===== src/hdl/afs_pkg.sv =====
// Shared constants, types and carriers of the amplifier fault supervisor
package afs_pkg;

   // Clock rate and timing
   localparam int CLK_HZ = 25_000_000;
   localparam int OVLD_TIME_US = 2100;
   localparam int OVLD_CYCLES = OVLD_TIME_US * (CLK_HZ / 1_000_000);
   localparam int FLIP_FRAMES = 3;
   localparam int FRAME_CYCLES = 64;
   localparam int SYNC_TIMEOUT = 256;
   localparam int STARTUP_CYCLES = 1024;
   localparam int CHANNELS = 2;

   // Register byte offsets
   localparam logic [7:0] CTRL_OFS = 8'h00;
   localparam logic [7:0] STATUS_OFS = 8'h04;
   localparam logic [7:0] IRQ_STAT_OFS = 8'h08;
   localparam logic [7:0] IRQ_MASK_OFS = 8'h0C;

   // Control fields
   localparam int CTRL_PERIPH = 0;

   // Event bits of status and mask
   localparam int EV_WARN = 0;
   localparam int EV_SHUT = 1;
   localparam int EV_VOLT = 2;
   localparam int EV_OVLD = 3;
   localparam int EV_SYNC = 4;
   localparam int EV_N = 5;

   // Live status fields
   localparam int ST_FAULT = 0;
   localparam int ST_LATCH = 1;
   localparam int ST_SYNC = 2;
   localparam int ST_RUNNING = 3;
   localparam int ST_WARN = 4;
   localparam int ST_OVL = 8;

   // Reset values
   localparam logic CTRL_RST = 1'b0;
   localparam logic [EV_N-1:0] MASK_RST = 5'h00;

   // Startup sequencer states
   typedef enum logic [2:0]
   {
      ST_HOLD = 3'b001,
      ST_START = 3'b010,
      ST_RUN = 3'b100
   } afs_run_e;

   // Threshold comparator flags, all active high
   typedef struct packed
   {
      logic thermal_warning;
      logic thermal_trip;
      logic analog_undervoltage;
      logic power_undervoltage;
      logic overvoltage_trip;
      logic power_on_clear;
   } afs_flags_s;

endpackage


===== src/hdl/afs_sync.sv =====
// Two-stage synchroniser for a bundle of levels
module afs_sync
#(
   parameter int W = 1
)
(
   input wire logic hclk,
   input wire logic hresetn,
   input wire logic [W-1:0] d,
   output logic [W-1:0] q
);
   import afs_pkg::*;

   // Both stages as one state word
   typedef struct packed
   {
      logic [W-1:0] s1;
      logic [W-1:0] s2;
   } afs_sync_s;

   afs_sync_s s_reg;
   afs_sync_s s_next;

   // Width check
   if (W < 1)
   begin : g_bad
      $error("afs_sync: width below one");
   end

   // Stage one feeds stage two only
   always_comb
   begin
      s_next.s1 = d;
      s_next.s2 = s_reg.s1;
   end

   // State register
   always_ff @(posedge hclk or negedge hresetn)
   begin
      if (!hresetn)
         s_reg <= '0;
      else
         s_reg <= s_next;
   end

   assign q = s_reg.s2;

endmodule


===== src/hdl/afs_tick.sv =====
// Divider giving the one-cycle switching frame enable
module afs_tick
#(
   parameter int DIV = afs_pkg::FRAME_CYCLES
)
(
   input wire logic hclk,
   input wire logic hresetn,
   output logic tick
);
   import afs_pkg::*;

   localparam int CW = $clog2(DIV);

   // Counter and registered pulse
   typedef struct packed
   {
      logic [CW-1:0] cnt;
      logic tick;
   } afs_tick_s;

   afs_tick_s s_reg;
   afs_tick_s s_next;

   // Divide ratio check
   if (DIV < 2)
   begin : g_bad
      $error("afs_tick: divide ratio below two");
   end

   // Wrap and pulse once per frame
   always_comb
   begin
      s_next = s_reg;
      if (s_reg.cnt == CW'(DIV - 1))
      begin
         s_next.cnt = '0;
         s_next.tick = 1'b1;
      end
      else
      begin
         s_next.cnt = s_reg.cnt + 1'b1;
         s_next.tick = 1'b0;
      end
   end

   // State register
   always_ff @(posedge hclk or negedge hresetn)
   begin
      if (!hresetn)
         s_reg <= '0;
      else
         s_reg <= s_next;
   end

   assign tick = s_reg.tick;

endmodule


===== src/hdl/afs_top.sv =====
// Amplifier fault supervisor with AHB-Lite registers and interrupt
//
// Implementation choices: the register addresses and the AHB-Lite interface to the registers.
module afs_top
#(
   parameter int CH = afs_pkg::CHANNELS,
   parameter int OVLD_LIMIT = afs_pkg::OVLD_CYCLES,
   parameter int FRAME_DIV = afs_pkg::FRAME_CYCLES,
   parameter int SYNC_LIMIT = afs_pkg::SYNC_TIMEOUT
)
(
   input wire logic hclk,
   input wire logic hresetn,
   input wire logic hsel,
   input wire logic [31:0] haddr,
   input wire logic [1:0] htrans,
   input wire logic hwrite,
   input wire logic [2:0] hsize,
   input wire logic [31:0] hwdata,
   input wire logic hready,
   output logic [31:0] hrdata,
   output logic hreadyout,
   output logic hresp,
   output logic irq,
   input wire afs_pkg::afs_flags_s thresh,
   input wire logic [CH-1:0] over_current,
   input wire logic [CH-1:0] clip_detect,
   input wire logic sync_clock_pin,
   input wire logic device_reset_n,
   output logic fault_n,
   output logic thermal_clip_warn_n,
   output logic [CH-1:0] bridge_hiz,
   output logic [CH-1:0] pwm_enable,
   output logic [CH-1:0] bridge_flip
);
   import afs_pkg::*;

   localparam int OVW = $clog2(OVLD_LIMIT + 1);
   localparam int SYW = $clog2(SYNC_LIMIT + 1);
   localparam int STW = $clog2(STARTUP_CYCLES + 1);
   localparam int NS = 8 + 2 * CH;

   // Whole state of the supervisor
   typedef struct packed
   {
      afs_run_e st;
      logic [STW-1:0] cnt;
      logic thermal_shutdown_latch;
      logic [CH-1:0] overload_shutdown;
      logic [CH-1:0][OVW-1:0] ovc;
      logic [CH-1:0][1:0] fcnt;
      logic [CH-1:0] limit_flip;
      logic sync_d;
      logic [SYW-1:0] scnt;
      logic lost;
      logic periph;
      logic [EV_N-1:0] ev_d;
      logic [EV_N-1:0] irq_st;
      logic [EV_N-1:0] irq_mask;
      logic wr_pend;
      logic [7:0] wr_ofs;
      logic [31:0] rdata;
   } afs_state_s;

   afs_state_s s_reg;
   afs_state_s s_next;

   // Synchronised pins
   afs_flags_s flg;
   logic [CH-1:0] oc_q;
   logic [CH-1:0] clip_q;
   logic sync_q;
   logic rst_hi;
   logic [NS-1:0] sync_out;

   // Derived fault levels
   logic undervoltage_trip;
   logic gfault;
   logic report;
   logic stop_all;
   logic tick;
   logic [EV_N-1:0] ev;
   logic [EV_N-1:0] w1c;
   logic [31:0] rd_val;
   logic [7:0] ofs;
   logic acc;

   // Per-channel next values
   logic [CH-1:0][OVW-1:0] ovc_nx;
   logic [CH-1:0] ovl_nx;
   logic [CH-1:0][1:0] fc_nx;
   logic [CH-1:0] flip_nx;

   // Parameter checks
   if (CH < 1 || CH > 8 || OVLD_LIMIT < 2 || SYNC_LIMIT < 2)
   begin : g_bad
      $error("afs_top: unsupported parameter value");
   end

   afs_sync #(.W(NS)) u_sync
   (
      .hclk(hclk),
      .hresetn(hresetn),
      .d({thresh, over_current, clip_detect, sync_clock_pin,
          device_reset_n}),
      .q(sync_out)
   );

   assign {flg, oc_q, clip_q, sync_q, rst_hi} = sync_out;

   // Switching frame enable
   afs_tick #(.DIV(FRAME_DIV)) u_tick
   (
      .hclk(hclk),
      .hresetn(hresetn),
      .tick(tick)
   );

   // Per-channel overload and limiting
   for (genvar c = 0; c < CH; c++)
   begin : g_ch
      logic at_lim;
      logic fc_last;
      assign at_lim = s_reg.ovc[c] == OVW'(OVLD_LIMIT - 1);
      assign fc_last = s_reg.fcnt[c] == 2'(FLIP_FRAMES - 1);
      assign ovc_nx[c] = (oc_q[c] && !s_reg.overload_shutdown[c]) ?
                         s_reg.ovc[c] + 1'b1 : '0;
      assign ovl_nx[c] = (oc_q[c] && at_lim) ||
                         (s_reg.overload_shutdown[c] && rst_hi);
      assign fc_nx[c] = !oc_q[c] ? 2'h0 :
                        !tick ? s_reg.fcnt[c] :
                        fc_last ? 2'h0 : s_reg.fcnt[c] + 2'h1;
      assign flip_nx[c] = oc_q[c] &&
                          (s_reg.limit_flip[c] ^ (tick && fc_last));
   end

   assign undervoltage_trip = flg.analog_undervoltage |
                              flg.power_undervoltage;

   assign gfault = s_reg.thermal_shutdown_latch | flg.thermal_trip |
                   undervoltage_trip | flg.overvoltage_trip |
                   flg.power_on_clear;
   assign report = gfault | (|s_reg.overload_shutdown);
   assign stop_all = (s_reg.st != ST_RUN) | gfault | s_reg.lost | !rst_hi;

   // Interrupt sources
   assign ev[EV_WARN] = flg.thermal_warning;
   assign ev[EV_SHUT] = s_reg.thermal_shutdown_latch;
   assign ev[EV_VOLT] = undervoltage_trip | flg.overvoltage_trip |
                        flg.power_on_clear;
   assign ev[EV_OVLD] = |s_reg.overload_shutdown;
   assign ev[EV_SYNC] = s_reg.lost;

   // Bus address phase decode
   assign acc = hsel & hready & htrans[1];
   assign ofs = (haddr[31:8] == 24'h000000) ? haddr[7:0] : 8'hFF;

   // Next state of everything
   always_comb
   begin
      s_next = s_reg;
      w1c = '0;
      rd_val = '0;
      case (s_reg.st)
         ST_HOLD:
         begin
            if (rst_hi)
            begin
               s_next.st = ST_START;
               s_next.cnt = '0;
            end
         end
         ST_START:
         begin
            if (s_reg.cnt == STW'(STARTUP_CYCLES - 1))
               s_next.st = ST_RUN;
            else
               s_next.cnt = s_reg.cnt + 1'b1;
         end
         ST_RUN:
         begin
            s_next.st = ST_RUN;
         end
         default:
         begin
            s_next.st = ST_HOLD;
         end
      endcase
      // Reset pin held low parks the sequencer
      if (!rst_hi)
      begin
         s_next.st = ST_HOLD;
         s_next.cnt = '0;
      end
      s_next.thermal_shutdown_latch = flg.thermal_trip |
         (s_reg.thermal_shutdown_latch & rst_hi);
      s_next.ovc = ovc_nx;
      s_next.overload_shutdown = ovl_nx;
      s_next.fcnt = fc_nx;
      s_next.limit_flip = flip_nx;
      s_next.sync_d = sync_q;
      if (!s_reg.periph)
      begin
         s_next.scnt = '0;
         s_next.lost = 1'b0;
      end
      else if (sync_q && !s_reg.sync_d)
      begin
         s_next.scnt = '0;
         s_next.lost = 1'b0;
      end
      else if (s_reg.scnt == SYW'(SYNC_LIMIT - 1))
         s_next.lost = 1'b1;
      else
         s_next.scnt = s_reg.scnt + 1'b1;
      // Register write in data phase
      if (s_reg.wr_pend)
      begin
         case (s_reg.wr_ofs)
            CTRL_OFS:
               s_next.periph = hwdata[CTRL_PERIPH];
            IRQ_STAT_OFS:
               w1c = hwdata[EV_N-1:0];
            IRQ_MASK_OFS:
               s_next.irq_mask = hwdata[EV_N-1:0];
            default:
               w1c = '0;
         endcase
      end
      // Sticky events, set beats clear
      s_next.ev_d = ev;
      s_next.irq_st = (s_reg.irq_st & ~w1c) | (ev & ~s_reg.ev_d);
      // Read value, unmapped reads zero
      case (ofs)
         CTRL_OFS:
            rd_val[CTRL_PERIPH] = s_reg.periph;
         STATUS_OFS:
         begin
            rd_val[ST_FAULT] = report;
            rd_val[ST_LATCH] = s_reg.thermal_shutdown_latch;
            rd_val[ST_SYNC] = s_reg.lost;
            rd_val[ST_RUNNING] = s_reg.st == ST_RUN;
            rd_val[ST_WARN] = !thermal_clip_warn_n;
            rd_val[ST_OVL +: CH] = s_reg.overload_shutdown;
         end
         IRQ_STAT_OFS:
            rd_val[EV_N-1:0] = s_reg.irq_st;
         IRQ_MASK_OFS:
            rd_val[EV_N-1:0] = s_reg.irq_mask;
         default:
            rd_val = '0;
      endcase
      // Address phase capture
      s_next.wr_pend = acc & hwrite;
      if (acc)
         s_next.wr_ofs = ofs;
      if (acc && !hwrite)
         s_next.rdata = rd_val;
   end

   // State register
   always_ff @(posedge hclk or negedge hresetn)
   begin
      if (!hresetn)
      begin
         s_reg <= '0;
         s_reg.st <= ST_HOLD;
         s_reg.periph <= CTRL_RST;
         s_reg.irq_mask <= MASK_RST;
      end
      else
         s_reg <= s_next;
   end

   assign fault_n = !(report && rst_hi);
   assign thermal_clip_warn_n = !(flg.thermal_warning | (|clip_q));
   assign bridge_hiz = {CH{stop_all}} | s_reg.overload_shutdown;
   assign pwm_enable = ~bridge_hiz;
   assign bridge_flip = s_reg.limit_flip & ~bridge_hiz;
   assign irq = |(s_reg.irq_st & s_reg.irq_mask);
   assign hrdata = s_reg.rdata;
   assign hreadyout = 1'b1;
   assign hresp = 1'b0;
endmodule


===== config.mk =====
export PLATFORM = sky130hd
export DESIGN_NAME = afs_top
export DESIGN_NICKNAME = d
export VERILOG_FILES = /design/src/hdl/afs_pkg.sv /design/src/hdl/afs_sync.sv /design/src/hdl/afs_tick.sv /design/src/hdl/afs_top.sv
export SDC_FILE = /design/constraint.sdc
export NUM_CORES = 1
export LEC_CHECK = 0
export ABC_AREA = 1
export BUFFER_PORTS_ARGS = -buffer_cell sky130_fd_sc_hd__clkbuf_2
export CELL_PAD_IN_SITES_DETAIL_PLACEMENT = 0
export CELL_PAD_IN_SITES_GLOBAL_PLACEMENT = 1
export CORE_MARGIN = 5
export CORE_UTILIZATION = 44
export DETAILED_ROUTE_END_ITERATION = 8
export MAX_ROUTING_LAYER = met4
export PLACE_DENSITY_LB_ADDON = 0.1
export SYNTH_ARGS = -nofsm -noshare
export SYNTH_HDL_FRONTEND = slang
export SYNTH_SLANG_ARGS = --single-unit

===== constraint.sdc =====
create_clock -name hclk -period 3.4 [get_ports hclk]
set_clock_uncertainty 0.05 [all_clocks]
set_input_delay 0.17 -clock hclk [delete_from_list [all_inputs] [get_ports hclk]]
set_output_delay 0.17 -clock hclk [all_outputs]
set_load 0.03 [all_outputs]

==> results.py <==
metrics = {
    "clocking": {
        "cts_root_buf": "clkbuf_16",
        "clk_latency_ps": 410,
        "cts_tree": "built",
        "postCtsResizedCells": 0,
        "post_cts_buffers": 0,
        "cts-htree-levels": 4,
        "cts_hold_repair.buffers": 24,
        "clkTransAtPathRegs_ps": 60,
        "cts_sinks": 129,
        "cts_buffers": 17,
        "cts_max_path_buffers": 2,
    },
    "power_and_ir_drop": {
        "switchingPower_mw": 0.938,
        "leakagePower_nw": 3.43,
        "p_int_mw": 3.25,
        "peakVddDrop_uv": 297,
        "combinationalPowerShare": 0.079,
        "p_total_mw": 4.19,
        "clkPwrFrac": 0.522,
        "pwr-share-seq": 0.399,
        "swShare": 0.224,
        "power_density_mw_per_mm2": 570,
    },
    "place": {
        "gp_congestion": 0.843,
        "port_buffers": 70,
        "placed_cells": 896,
        "hpwlAfterDp_mm": 8.97,
    },
    "logic_synthesis": {
        "synth_area_sq_mm": 0.00598,
        "synth_cells": 660,
        "synth-edff-count": 0,
        "synth-seq-area-share": 0.540,
        "synth-seq-cells": 129,
        "syn_avg_cell_area_sq_um": 9.06,
        "yosys_warnings": 0,
        "synth.distinct_cells": 47,
        "async_flop_share": 1.00,
        "ys.flop_type": "dfrtp_1",
    },
    "floorplanning": {
        "core_area_sq_mm": 0.0133,
        "ioPinCount": 129,
        "die_area_sq_mm": 0.0160,
        "die_w_um": 127,
        "fp-row-count": 42,
        "initial_core_util": 0.450,
        "die_h_um": 127,
    },
    "sta": {
        "max_clock_freq_mhz": 436,
        "worst_pin_slew_ps": 849,
        "setup_viol": 0,
        "period_share": 0.674,
        "rsz0062_at_grt": "no",
        "fin_setup_tns_ps": 0,
        "slew_viol_final": 0,
        "min_period_ps": 2290,
        "slew_headroom": 0.434,
        "hold_viol": 0,
    },
    "critical_path": {
        "cp_max_fo": 3,
        "reg2reg_to": "s_reg[65]$_DFFE_PN0P_",
        "worstReg2RegStart": "s_reg[58]$_DFFE_PN0P_",
        "worst_setup_path_end_kind": "primary output",
        "arrival_ps": 2070,
        "crit_type": "flop to primary output",
        "rrSetupSlack_ps": 1290,
        "worstRegToRegCells": 10,
        "critPathLaunchType": "flop",
        "required_ps": 3180,
    },
    "cells_and_area": {
        "fill_cells": 1191,
        "nNetsFinal": 855,
        "layout-drive-gt1-share": 0.174,
        "synthToLayoutAreaGrowth_pct": 22.9,
        "n_antenna_cell": 0,
        "final_cells": 952,
        "largest_register_ffs": 89,
    },
    "min_path": {
        "worstHoldStart": "hready",
        "holdPathEnd": "s_reg[40]$_DFF_PN0_",
        "min_path_type": "primary input to flop",
        "hold_depth": 3,
    },
    "routing": {
        "ant_nets": 0,
        "drt-wirelength-per-cell_um": 13.0,
        "drt_iter0_drc": 260,
        "vias_per_cell": 4.82,
        "first_pass_iters": 4,
        "drc": 0,
        "wl_mm": 12.4,
        "vias": 4592,
    },
    "global_route": {
        "grt_pass1_wl_mm": 21.4,
        "antenna_found_initial": 0,
        "grt.total_usage": 0.170,
        "grt_max_degree": 67,
        "grt_pass1_vias": 4557,
        "grt_remaining_overflow": 0,
    },
    "flow_run": {
        "max-cap-violations": 0,
    },
    "status": {
        "outcome": "finished, final reports clean",
    },
}
-- cell type report --
type / count / area, sq um / area share
inverter: 74 / 279 / 0.0380
sequential: 129 / 3230 / 0.440
clock buffer: 17 / 425 / 0.0579
tap: 176 / 220 / 0.0300
clock inverter: 15 / 288 / 0.0392
timing repair buffer: 95 / 613 / 0.0834
multi-input combinational: 446 / 2290 / 0.312
-- cells in the final DEF, fill, tap and decap left out, types with 5 or more instances in the layout --
cell,n
o21ai_0,48
nor3_1,30
conb_1,27
nor3b_1,5
nand2_1,101
clkbuf_16,17
nor2_1,82
dlygate4sd3_1,24
nand4_1,8
nand3_1,45
clkbuf_2,69
nor4_1,6
nor2_4,5
a21oi_1,29
inv_1,69
bufinv_16,8
xor2_1,9
ha_1,6
dfrtp_1,128
o21ai_1,5
-- through the flow --
stage               utilization  hold slack, ps  setup slack, ps  area [sq um]
floorplan                     -            -176             1090          6070
global placement          0.481             229             1340          6390
detailed placement        0.481             230             1280          6390
CTS                       0.553            19.8             1060          7350
global route              0.553            37.6              931          7350
finish                    0.553            36.8             1110          7350
-- worst max-delay path, stage by stage (launching register included) --
cell	delay (ps)
dfrtp_1	370
nor3_1	350
nand4_1	140
nor2_1	170
inv_1	70
nor2_1	190
inv_1	80
nor2_1	90
clkbuf_2	210
-- power by group through the flow --
stage | logic, mW | clock network [mW] | registers [mW]
3_3_place_gp | 0.306 | 0 | 1.69
5_1_grt | 0.380 | 2.31 | 1.68
4_1_cts | 0.338 | 2.24 | 1.67
6_report | 0.331 | 2.19 | 1.67
2_1_floorplan | 0.230 | 0 | 1.68
3_5_place_dp | 0.314 | 0 | 1.70
-- worst max-delay path by stage --
stage	start	endpoint	slack (ps)	cells after the start
6_report	s_reg[121]$_DFFE_PN0P_	bridge_flip[1]	1110	8
5_1_grt	s_reg[122]$_DFFE_PN0P_	bridge_flip[1]	930	9
4_1_cts	s_reg[121]$_DFFE_PN0P_	bridge_flip[1]	1060	8
3_5_place_dp	s_reg[58]$_DFFE_PN0P_	s_reg[65]$_DFFE_PN0P_	1280	10
3_3_place_gp	s_reg[58]$_DFFE_PN0P_	s_reg[65]$_DFFE_PN0P_	1340	10
2_1_floorplan	s_reg[121]$_DFFE_PN0P_	bridge_flip[0]	1090	7
-- routing by layer --
metal,vias to the layer above,wire (um),global-route usage
met4,0,89,0.0587
met1,2152,5760,0.213
li1,2334,-,-
met2,98,5960,0.262
met3,8,599,0.0517
met5,-,0,-
-- synth_stat cells, types with 2 or more instances --
cell      instances  area [sq um]
nand3_1          45           225
inv_2             3          11.3
o21ai_1           5          25.0
nand2_2           3          18.8
nor3b_2           2          25.0
buf_4            34           255
nor3_2            4          40.0
nand4_1           8          50.1
nor2_1           82           308
nand3b_1          2          15.0
nor2_2            2          12.5
nand3_2           2          20.0
nand2_1         101           379
nor3b_1           5          37.5
a31oi_1           2          12.5
conb_1            2          7.51
inv_1            69           259
xnor2_1           3          26.3
o21a_1            3          22.5
dfrtp_1         128          3200
nor4_1            6          37.5
nor4_2            3          37.5
ha_1              6          75.1
nor3_1           30           150
o21ai_0          48           240
xor2_1            9          78.8
a21oi_1          29           145
nor2_4            5          56.3
-- logic make-up (layout without fill, tap and decap cells) --
family / count (synthesis) / after routing / synth area share
AOI/OAI and AO/OA: 95 / 95 / 0.0867
xor gates and xnor gates: 12 / 12 / 0.0176
DFF: 129 / 129 / 0.540
buffers and inverters: 110 / 201 / 0.0919
other: 2 / 27 / 0.00126
and+or+nand+nor: 306 / 306 / 0.250
adders and majority gates: 6 / 6 / 0.0126
Power figures use the tool's default switching activity.
